===== config.mk =====
export PLATFORM = sky130hd
export DESIGN_NAME = apc_port
export DESIGN_NICKNAME = d
export VERILOG_FILES = /design/src/rtl/apc_pkg.sv /design/src/rtl/apc_match.sv /design/src/rtl/apc_strobe.sv /design/src/rtl/apc_port.sv
export SDC_FILE = /design/constraint.sdc
export NUM_CORES = 1
export LEC_CHECK = 0
export ABC_AREA = 1
export BUFFER_PORTS_ARGS = -buffer_cell sky130_fd_sc_hd__buf_2
export CAP_MARGIN = 20
export CORE_AREA = 3 3 110 102
export CTS_BUF_LIST = sky130_fd_sc_hd__clkbuf_16
export DETAILED_ROUTE_END_ITERATION = 8
export DIE_AREA = 0 0 113 105
export PLACE_DENSITY_LB_ADDON = 0.2
export REMOVE_ABC_BUFFERS = 1
export SLEW_MARGIN = 20
export SYNTH_ARGS = -nofsm -noshare
export SYNTH_HDL_FRONTEND = slang
export SYNTH_SLANG_ARGS = --single-unit

===== constraint.sdc =====
create_clock -name core_clk -period 6.65 [get_ports core_clk]
set_input_delay 1.33 -clock core_clk [delete_from_list [all_inputs] [get_ports core_clk]]
set_output_delay 1.33 -clock core_clk [all_outputs]
set_load 0.005 [all_outputs]

===== src/rtl/apc_pkg.sv =====
// package: register map, field layout and types for the aux chip-select port
package apc_pkg;
	localparam int APC_PINS = 4;
	localparam logic [7:0] APC_ADDR_POLARITY = 8'hae;
	localparam logic [7:0] APC_ADDR_CFG_LOW = 8'hc2;
	localparam logic [7:0] APC_ADDR_CFG_HIGH = 8'hc3;
	localparam logic [7:0] APC_ADDR_DATA = 8'hd8;
	localparam logic [7:0] APC_ADDR_CS0_LOW = 8'h84;
	localparam logic [7:0] APC_ADDR_CS0_HIGH = 8'h85;
	localparam logic [7:0] APC_ADDR_CS1_LOW = 8'h94;
	localparam logic [7:0] APC_ADDR_CS1_HIGH = 8'h95;
	localparam logic [7:0] APC_ADDR_CS2_LOW = 8'hac;
	localparam logic [7:0] APC_ADDR_CS2_HIGH = 8'had;
	localparam logic [7:0] APC_ADDR_CS3_LOW = 8'hb4;
	localparam logic [7:0] APC_ADDR_CS3_HIGH = 8'hb5;
	localparam logic [7:0] APC_RST_CFG = 8'h00;
	localparam logic [7:0] APC_RST_POLARITY = 8'h00;
	localparam logic [3:0] APC_RST_DATA = 4'hf;
	localparam logic [7:0] APC_POL_WMASK = 8'hf0;
	localparam logic [3:0] APC_DATA_RSVD_READ = 4'h0;
	localparam int APC_POL_LSB = 4;
	localparam int APC_FUNC_LSB = 2;
	localparam int APC_CMP_LSB = 0;
	localparam int APC_PIN_FIELD_W = 4;
	localparam logic [15:0] APC_MASK_FULL = 16'hffff;
	localparam logic [15:0] APC_MASK_A1 = 16'hfffe;
	localparam logic [15:0] APC_MASK_A2 = 16'hfffc;
	localparam logic [15:0] APC_MASK_A8 = 16'hff00;

	typedef enum logic [1:0] {
		APC_FN_GPIO = 2'h0,
		APC_FN_READ = 2'h1,
		APC_FN_WRITE = 2'h2,
		APC_FN_EITHER = 2'h3
	} apc_func_t;

	typedef enum logic [1:0] {
		APC_CMP_16 = 2'h0,
		APC_CMP_15 = 2'h1,
		APC_CMP_14 = 2'h2,
		APC_CMP_8 = 2'h3
	} apc_cmp_t;

	// per-pin settings handed to the decoder
	typedef struct packed {
		apc_func_t func;
		apc_cmp_t cmp;
		logic active_high;
		logic [15:0] base;
	} apc_pin_cfg_t;

	// external bus access seen by the decoders
	typedef struct packed {
		logic [15:0] addr;
		logic rd;
		logic wr;
	} apc_bus_t;

	// special-function register port from the core
	typedef struct packed {
		logic [7:0] addr;
		logic [7:0] wdata;
		logic wr;
	} apc_sfr_t;
endpackage


===== src/rtl/apc_match.sv =====
// address compare for one strobe pin under the chosen compare length
module apc_match
	import apc_pkg::*;
(
	input wire logic [15:0] addr,
	input wire logic [15:0] base,
	input wire apc_cmp_t cmp,
	output logic hit
);
	logic [15:0] mask;

	// select the compared address bits
	always_comb begin
		case (cmp)
			APC_CMP_16: mask = APC_MASK_FULL;
			APC_CMP_15: mask = APC_MASK_A1;
			APC_CMP_14: mask = APC_MASK_A2;
			APC_CMP_8: mask = APC_MASK_A8;
			default: mask = APC_MASK_FULL;
		endcase
		hit = ((addr ^ base) & mask) == 16'h0000;
	end
endmodule


===== src/rtl/apc_strobe.sv =====
// strobe generator for one pin: mode select and polarity
module apc_strobe
	import apc_pkg::*;
(
	input wire apc_pin_cfg_t cfg,
	input wire apc_bus_t bus,
	input wire logic gpio_bit,
	output logic pin_level,
	output logic strobe_active
);
	logic hit;

	apc_match u_match (
		.addr(bus.addr),
		.base(cfg.base),
		.cmp(cfg.cmp),
		.hit(hit)
	);

	// active when the chosen bus strobe meets an address hit
	always_comb begin
		case (cfg.func)
			APC_FN_READ: strobe_active = hit & bus.rd;
			APC_FN_WRITE: strobe_active = hit & bus.wr;
			APC_FN_EITHER: strobe_active = hit & (bus.rd | bus.wr);
			default: strobe_active = 1'b0;
		endcase
		if (cfg.func == APC_FN_GPIO) begin
			pin_level = gpio_bit;
		end else begin
			pin_level = cfg.active_high ? strobe_active : ~strobe_active;
		end
	end
endmodule


===== src/rtl/apc_port.sv =====
// auxiliary four-pin port: register file, chip-select strobes, pin drivers
// Notes on behaviour
// function 00 makes the pin a plain quasi-bidirectional port bit.
// function 01 makes the pin a read strobe for matching addresses.
// function 10 makes the pin a write strobe for matching addresses.
// function 11 asserts the strobe on matching reads or writes.
// pin 3 function at bits 7:6, compare length 5:4, high config.
// compare length 00 compares all sixteen address bits.
// compare length 01 ignores address bit 0.
// compare length 10 ignores address bits 1 and 0.
// compare length 11 ignores the whole low address byte.
// pin 2 function at bits 3:2 of the high config register.
// pin 2 compare length at bits 1:0 of the high config register.
// pin 1 function 7:6, compare length 5:4 of low config register.
// pin 0 function 3:2, compare length 1:0 of low config register.
// polarity bit 7 high makes pin 3 strobe active high.
// polarity bits 6,5,4 do the same for pins 2,1,0.
// each pin has a sixteen-bit base from high and low byte registers.
// data bits 3:0 drive port pins in general mode; 7:4 reserved.
// matching external data write pulses a write-strobe pin at its polarity.
// read strobe window coincides with the bus read strobe; the registered pin follows it one core clock later.
// write strobe window coincides with the bus write strobe; the registered pin follows it one core clock later.
// a strobe pin with no matching access idles at its inactive level.
module apc_port
	import apc_pkg::*;
#(
	parameter int PINS = APC_PINS
)
(
	input wire logic core_clk,
	input wire logic rst,
	input wire apc_sfr_t sfr,
	input wire logic [7:0] sfr_raddr,
	output logic [7:0] sfr_rdata,
	input wire apc_bus_t bus,
	input wire logic [PINS-1:0] aux_pin_in,
	output logic [PINS-1:0] aux_pin_out,
	output logic [PINS-1:0] aux_pin_oe
);
	// whole register state of the port
	typedef struct packed {
		logic [7:0] cfg_low;
		logic [7:0] cfg_high;
		logic [7:0] polarity;
		logic [3:0] data;
		logic [3:0][7:0] base_high;
		logic [3:0][7:0] base_low;
		logic [7:0] rdata;
		logic [3:0] pin_out;
		logic [3:0] pin_oe;
	} apc_state_t;

	apc_state_t st;
	apc_state_t next_st;
	apc_pin_cfg_t [PINS-1:0] pin_cfg;
	logic [PINS-1:0] pin_level;
	logic [PINS-1:0] strobe_active;
	logic [15:0] cfg_pair;

	// pin n uses the nibble at n*4 of the config pair
	assign cfg_pair = {st.cfg_high, st.cfg_low};

	// one strobe generator per pin
	genvar gi;
	generate
		for (gi = 0; gi < PINS; gi++) begin : g_pin
			always_comb begin
				pin_cfg[gi].func = apc_func_t'(cfg_pair[gi*APC_PIN_FIELD_W+APC_FUNC_LSB +: 2]);
				pin_cfg[gi].cmp = apc_cmp_t'(cfg_pair[gi*APC_PIN_FIELD_W+APC_CMP_LSB +: 2]);
				pin_cfg[gi].active_high = st.polarity[APC_POL_LSB+gi];
				pin_cfg[gi].base = {st.base_high[gi], st.base_low[gi]};
			end
			apc_strobe u_strobe (
				.cfg(pin_cfg[gi]),
				.bus(bus),
				.gpio_bit(st.data[gi]),
				.pin_level(pin_level[gi]),
				.strobe_active(strobe_active[gi])
			);
		end
	endgenerate

	// register writes, read mux and pin drive
	always_comb begin
		next_st = st;
		if (sfr.wr) begin
			case (sfr.addr)
				APC_ADDR_CFG_LOW: next_st.cfg_low = sfr.wdata;
				APC_ADDR_CFG_HIGH: next_st.cfg_high = sfr.wdata;
				APC_ADDR_POLARITY: next_st.polarity = sfr.wdata & APC_POL_WMASK;
				APC_ADDR_DATA: next_st.data = sfr.wdata[3:0];
				APC_ADDR_CS0_HIGH: next_st.base_high[0] = sfr.wdata;
				APC_ADDR_CS0_LOW: next_st.base_low[0] = sfr.wdata;
				APC_ADDR_CS1_HIGH: next_st.base_high[1] = sfr.wdata;
				APC_ADDR_CS1_LOW: next_st.base_low[1] = sfr.wdata;
				APC_ADDR_CS2_HIGH: next_st.base_high[2] = sfr.wdata;
				APC_ADDR_CS2_LOW: next_st.base_low[2] = sfr.wdata;
				APC_ADDR_CS3_HIGH: next_st.base_high[3] = sfr.wdata;
				APC_ADDR_CS3_LOW: next_st.base_low[3] = sfr.wdata;
				default: next_st.data = st.data;
			endcase
		end
		case (sfr_raddr)
			APC_ADDR_CFG_LOW: next_st.rdata = st.cfg_low;
			APC_ADDR_CFG_HIGH: next_st.rdata = st.cfg_high;
			APC_ADDR_POLARITY: next_st.rdata = st.polarity;
			APC_ADDR_DATA: next_st.rdata = {APC_DATA_RSVD_READ, aux_pin_in};
			APC_ADDR_CS0_HIGH: next_st.rdata = st.base_high[0];
			APC_ADDR_CS0_LOW: next_st.rdata = st.base_low[0];
			APC_ADDR_CS1_HIGH: next_st.rdata = st.base_high[1];
			APC_ADDR_CS1_LOW: next_st.rdata = st.base_low[1];
			APC_ADDR_CS2_HIGH: next_st.rdata = st.base_high[2];
			APC_ADDR_CS2_LOW: next_st.rdata = st.base_low[2];
			APC_ADDR_CS3_HIGH: next_st.rdata = st.base_high[3];
			APC_ADDR_CS3_LOW: next_st.rdata = st.base_low[3];
			default: next_st.rdata = 8'h00;
		endcase
		// quasi-bidirectional: drive low always, drive high only as a strobe
		for (int i = 0; i < PINS; i++) begin
			next_st.pin_out[i] = pin_level[i];
			if (pin_cfg[i].func == APC_FN_GPIO) begin
				next_st.pin_oe[i] = ~pin_level[i];
			end else begin
				next_st.pin_oe[i] = 1'b1;
			end
		end
	end

	// state register
	always_ff @(posedge core_clk or posedge rst) begin
		if (rst) begin
			st.cfg_low <= APC_RST_CFG;
			st.cfg_high <= APC_RST_CFG;
			st.polarity <= APC_RST_POLARITY;
			st.data <= APC_RST_DATA;
			st.base_high <= '0;
			st.base_low <= '0;
			st.rdata <= 8'h00;
			st.pin_out <= APC_RST_DATA;
			st.pin_oe <= 4'h0;
		end else begin
			st <= next_st;
		end
	end

	assign sfr_rdata = st.rdata;
	assign aux_pin_out = st.pin_out;
	assign aux_pin_oe = st.pin_oe;

	// strobe pins follow the bus strobe and hit one cycle later
	a_read_strobe: assert property (@(posedge core_clk) disable iff (rst)
		(pin_cfg[0].func == APC_FN_READ && !bus.rd) |=> (aux_pin_out[0] == !$past(st.polarity[4])))
		else $error("read strobe pin active without read");
	a_write_strobe: assert property (@(posedge core_clk) disable iff (rst)
		(pin_cfg[1].func == APC_FN_WRITE && !bus.wr) |=> (aux_pin_out[1] == !$past(st.polarity[5])))
		else $error("write strobe pin active without write");
	a_full_match: assert property (@(posedge core_clk) disable iff (rst)
		(pin_cfg[2].func == APC_FN_EITHER && pin_cfg[2].cmp == APC_CMP_16 && (bus.rd || bus.wr)
		&& bus.addr == pin_cfg[2].base) |=> (aux_pin_out[2] == $past(st.polarity[6])))
		else $error("full compare hit not strobed");
	a_byte_match: assert property (@(posedge core_clk) disable iff (rst)
		(pin_cfg[3].func == APC_FN_EITHER && pin_cfg[3].cmp == APC_CMP_8 && (bus.rd || bus.wr)
		&& bus.addr[15:8] == pin_cfg[3].base[15:8]) |=> (aux_pin_out[3] == $past(st.polarity[7])))
		else $error("high byte compare hit not strobed");
	a_gpio_drive: assert property (@(posedge core_clk) disable iff (rst)
		(pin_cfg[0].func == APC_FN_GPIO) |=> (aux_pin_oe[0] == !aux_pin_out[0]))
		else $error("gpio pin enable wrong");
	a_data_write: assert property (@(posedge core_clk) disable iff (rst)
		(sfr.wr && sfr.addr == APC_ADDR_DATA) |=> (st.data == $past(sfr.wdata[3:0])))
		else $error("data register not written");
	a_cfg_write: assert property (@(posedge core_clk) disable iff (rst)
		(sfr.wr && sfr.addr == APC_ADDR_CFG_HIGH) |=> ##1 (st.rdata == $past(st.cfg_high)
		|| $past(sfr_raddr) != APC_ADDR_CFG_HIGH))
		else $error("config readback mismatch");
	a_strobe_idle: assert property (@(posedge core_clk) disable iff (rst)
		(pin_cfg[1].func != APC_FN_GPIO && !strobe_active[1])
		|=> (aux_pin_out[1] != $past(st.polarity[5])))
		else $error("idle strobe not inactive");
	a_strobe_drive: assert property (@(posedge core_clk) disable iff (rst)
		(pin_cfg[0].func != APC_FN_GPIO) |=> aux_pin_oe[0])
		else $error("strobe pin not driven");
endmodule


==> results.toml <==
[floorplan]
die_w_um = 113
die_h_um = 105
start_util_pct = 59.4
io_pins = 65
die-area_um2 = 11900
rows = 35
core_um2 = 10200

[synthesis]
synth_warnings = 0
synthMuxAreaShare_pct = 0
synth_common_cells = "nand2_1, inv_1, dfrtp_1"
ys.flop_type = "dfrtp_1"
synth_fa_ha_area_share_pct = 0
synth_top_family_by_area = "simple AND/OR/NAND/NOR gates"
synthCells = 865
seq_area_frac_synth_pct = 43.3
post-synth-top-area-cell = "dfrtp_1"
synth_edf_count = 0
synth-simple-area-share_pct = 34.2
yosysMostFrequentCell = "nand2_1"
async_reset_ff_share_pct = 100
synth_top_area_share_pct = 39.8
synthTopCellsByArea = "dfrtp_1, nand2_1, inv_1"
yosys.area_share.xor_xnor_pct = 0.581
synth.avg_cell_area_um2 = 6.97
synth-seq-cells = 104
syn_area_um2 = 6030
synth_compound_area_share_pct = 12.7
ys_types = 31

[sta]
period_minus_slack_ns = 2.53
whs_ns = 0.473
hold_viol_final = 0
max_freq_mhz = 395
period_share_pct = 38.0
tightest_slew_ns = 0.916
relSlewSlack_pct = 38.9
slew_viol_final = 0
rsz0062_at_grt = "no"
fin_tns_setup_ns = 0
fin_skew_ns = 0.00675
setup_viol = 0

[worst_setup_path]
worstSetupPathType = "in -> reg"
cp_max_fo = 8
crit_slowest_cell = "nor2_1"
crit_chain = "buf_2, inv_1, nand3_1, nor2_1, nand2_1, nor2_1, nand2_1, o41ai_1, nor2_1, nand2_1"
end_kind = "flop"
slowest_delay_ns = 0.49
worst_ep_required_time_ns = 6.94
path_delay_family = "simple AND/OR/NAND/NOR gates"
critPathLaunch = "sfr_raddr[6]"
r2r-start = "pin_cfg[56]"
cp_num_buf_inv = 2
startpoint_type = "input port"
arrival_ns = 2.82

[routing]
drc = 0
met2_length_mm = 7.94
wl_per_cell_um = 16.7
num_vias = 5857
met1_length_mm = 7.43
wl_met3_mm = 1.85
routed.top_layer = "met4"
via_per_inst = 5.55
totalWireLength_mm = 17.6
firstDrtPassIters = 6
first_iter_violations = 812
ant_nets = 0

[clock_tree]
cts_tree = "yes"
clock_latency_ns = 0.35
cts_resized = 0
holdBufCountCts = 0
cts_setup_buffers = 0
clk_pin_slew_ns = 0.07
clockBufferDepth = 2
cts.sinks = 104
cts_root_buffer = "clkbuf_16"
htreeDepth = 3
cts-buffers-inserted = 9

[hold_path]
min_from = "st[80]"
hp-class = "reg -> reg"

[power]
ir_drop_v = 0.000174
p_per_area_nw_per_um2 = 212
leakagePower_nw = 3.32

[layout]
layout-drive-gt1-share_pct = 13.7
final_nets = 970
antennaDiodeCount = 0
syn_to_final_growth_pct = 11.1

[placed_design]
port_buffers = 64
gp_congestion = 0.968
dpl.hpwl_mm = 13.4

[grt]
grt_overflow_total = 0
grt_max_degree = 74
grt_pass1_wl_mm = 28.3
grt_pass1_vias = 5552
grt.total_usage_pct = 30.6
antenna_found_initial = 0

[run]
maxCapViolations = 0

[run_status]
outcome = "complete, no violations"
-- layer usage --
metal  vias to the layer above  GRT usage (%)
met3                        42           7.35
met5                         -              0
li1                       2842              -
met4                         0           10.0
met2                       282           45.9
met1                      2691           43.7
-- report_power, final --
group | total, mW | switching (mW) | internal (mW)
clock | 0.560 | 0.235 | 0.325
combinational | 0.167 | 0.113 | 0.0546
sequential | 0.692 | 0.0270 | 0.665
total | 1.42 | 0.375 | 1.04
-- state kept, by name, indices dropped and copies added, names as in the netlist --
signal and count:
aux_pin_oe 4, aux_pin_out 4, cfg_pair 16, pin_cfg 68, sfr_rdata 8, st 4
-- layout make-up --
cell class	instances	area (um^2)
tap	129	161
timing repair buffer	65	328
fill	916	3460
multi-input combinational	628	2860
clock inverter	7	82.6
clock buffer	9	225
inverter	113	427
sequential	104	2610
-- kinds of logic after synthesis --
logic type                after synthesis
and+or+nand+nor                       494
buffers and inverters                 133
AOI/OAI and AO/OA                     130
DFF                                   104
xor gates and xnor gates                4
-- through the flow --
stage,cell area (um^2),setup WS (ns),util [%],power (mW),cells
3_3_place_gp,6390,3.86,62.9,0.862,1039
5_1_grt,6700,4.02,65.9,1.48,1055
4_1_cts,6700,4.18,65.9,1.42,1055
2_1_floorplan,5900,2.60,-,0.800,845
6_report,6700,4.12,65.9,1.42,1055
3_5_place_dp,6390,3.82,62.9,0.869,1039
-- layout by cell type, fill, tap and decap left out, drive strengths merged --
master,netlist,layout
nand2,351,351
o41ai,1,1
o22ai,19,19
clkinvlp,0,1
clkbuf,9,9
a21oi,1,1
nand3,45,45
o221ai,1,1
nor4,2,2
clkinv,0,1
buf,11,65
nor2,77,77
inv,113,116
or2,1,1
o21ai,100,100
nor3,10,10
dfrtp,96,96
bufinv,0,2
a31oi,3,3
nand4,8,8
dfstp,8,8
o211a,4,4
xnor2,4,4
o211ai,1,1
-- worst reg2reg max path, stage by stage, from the launching register on --
cell and delay (ns):
dfrtp_1 0.43, inv_1 0.06, nand2_1 0.05, nand2_1 0.05, nor2_1 0.09, nand2_1 0.08
nor2_1 0.28, nand3_1 0.13, nand2_1 0.08, nand2_1 0.07, nand2_1 0.07, nand2_1 0.05
-- worst paths after layout --
kind	depth (start not counted)	slack, ns	to
max	10	4.12	sfr_rdata[3]
min	1	0.47	aux_pin_oe[0]
max reg2reg	11	5.13	aux_pin_out[2]
min reg2reg	1	0.47	aux_pin_oe[0]
max in group asynchronous	3	4.41	pin_cfg[31]
min in group asynchronous	2	0.98	aux_pin_oe[0]
No activity file was read; power rests on OpenSTA's default activity.
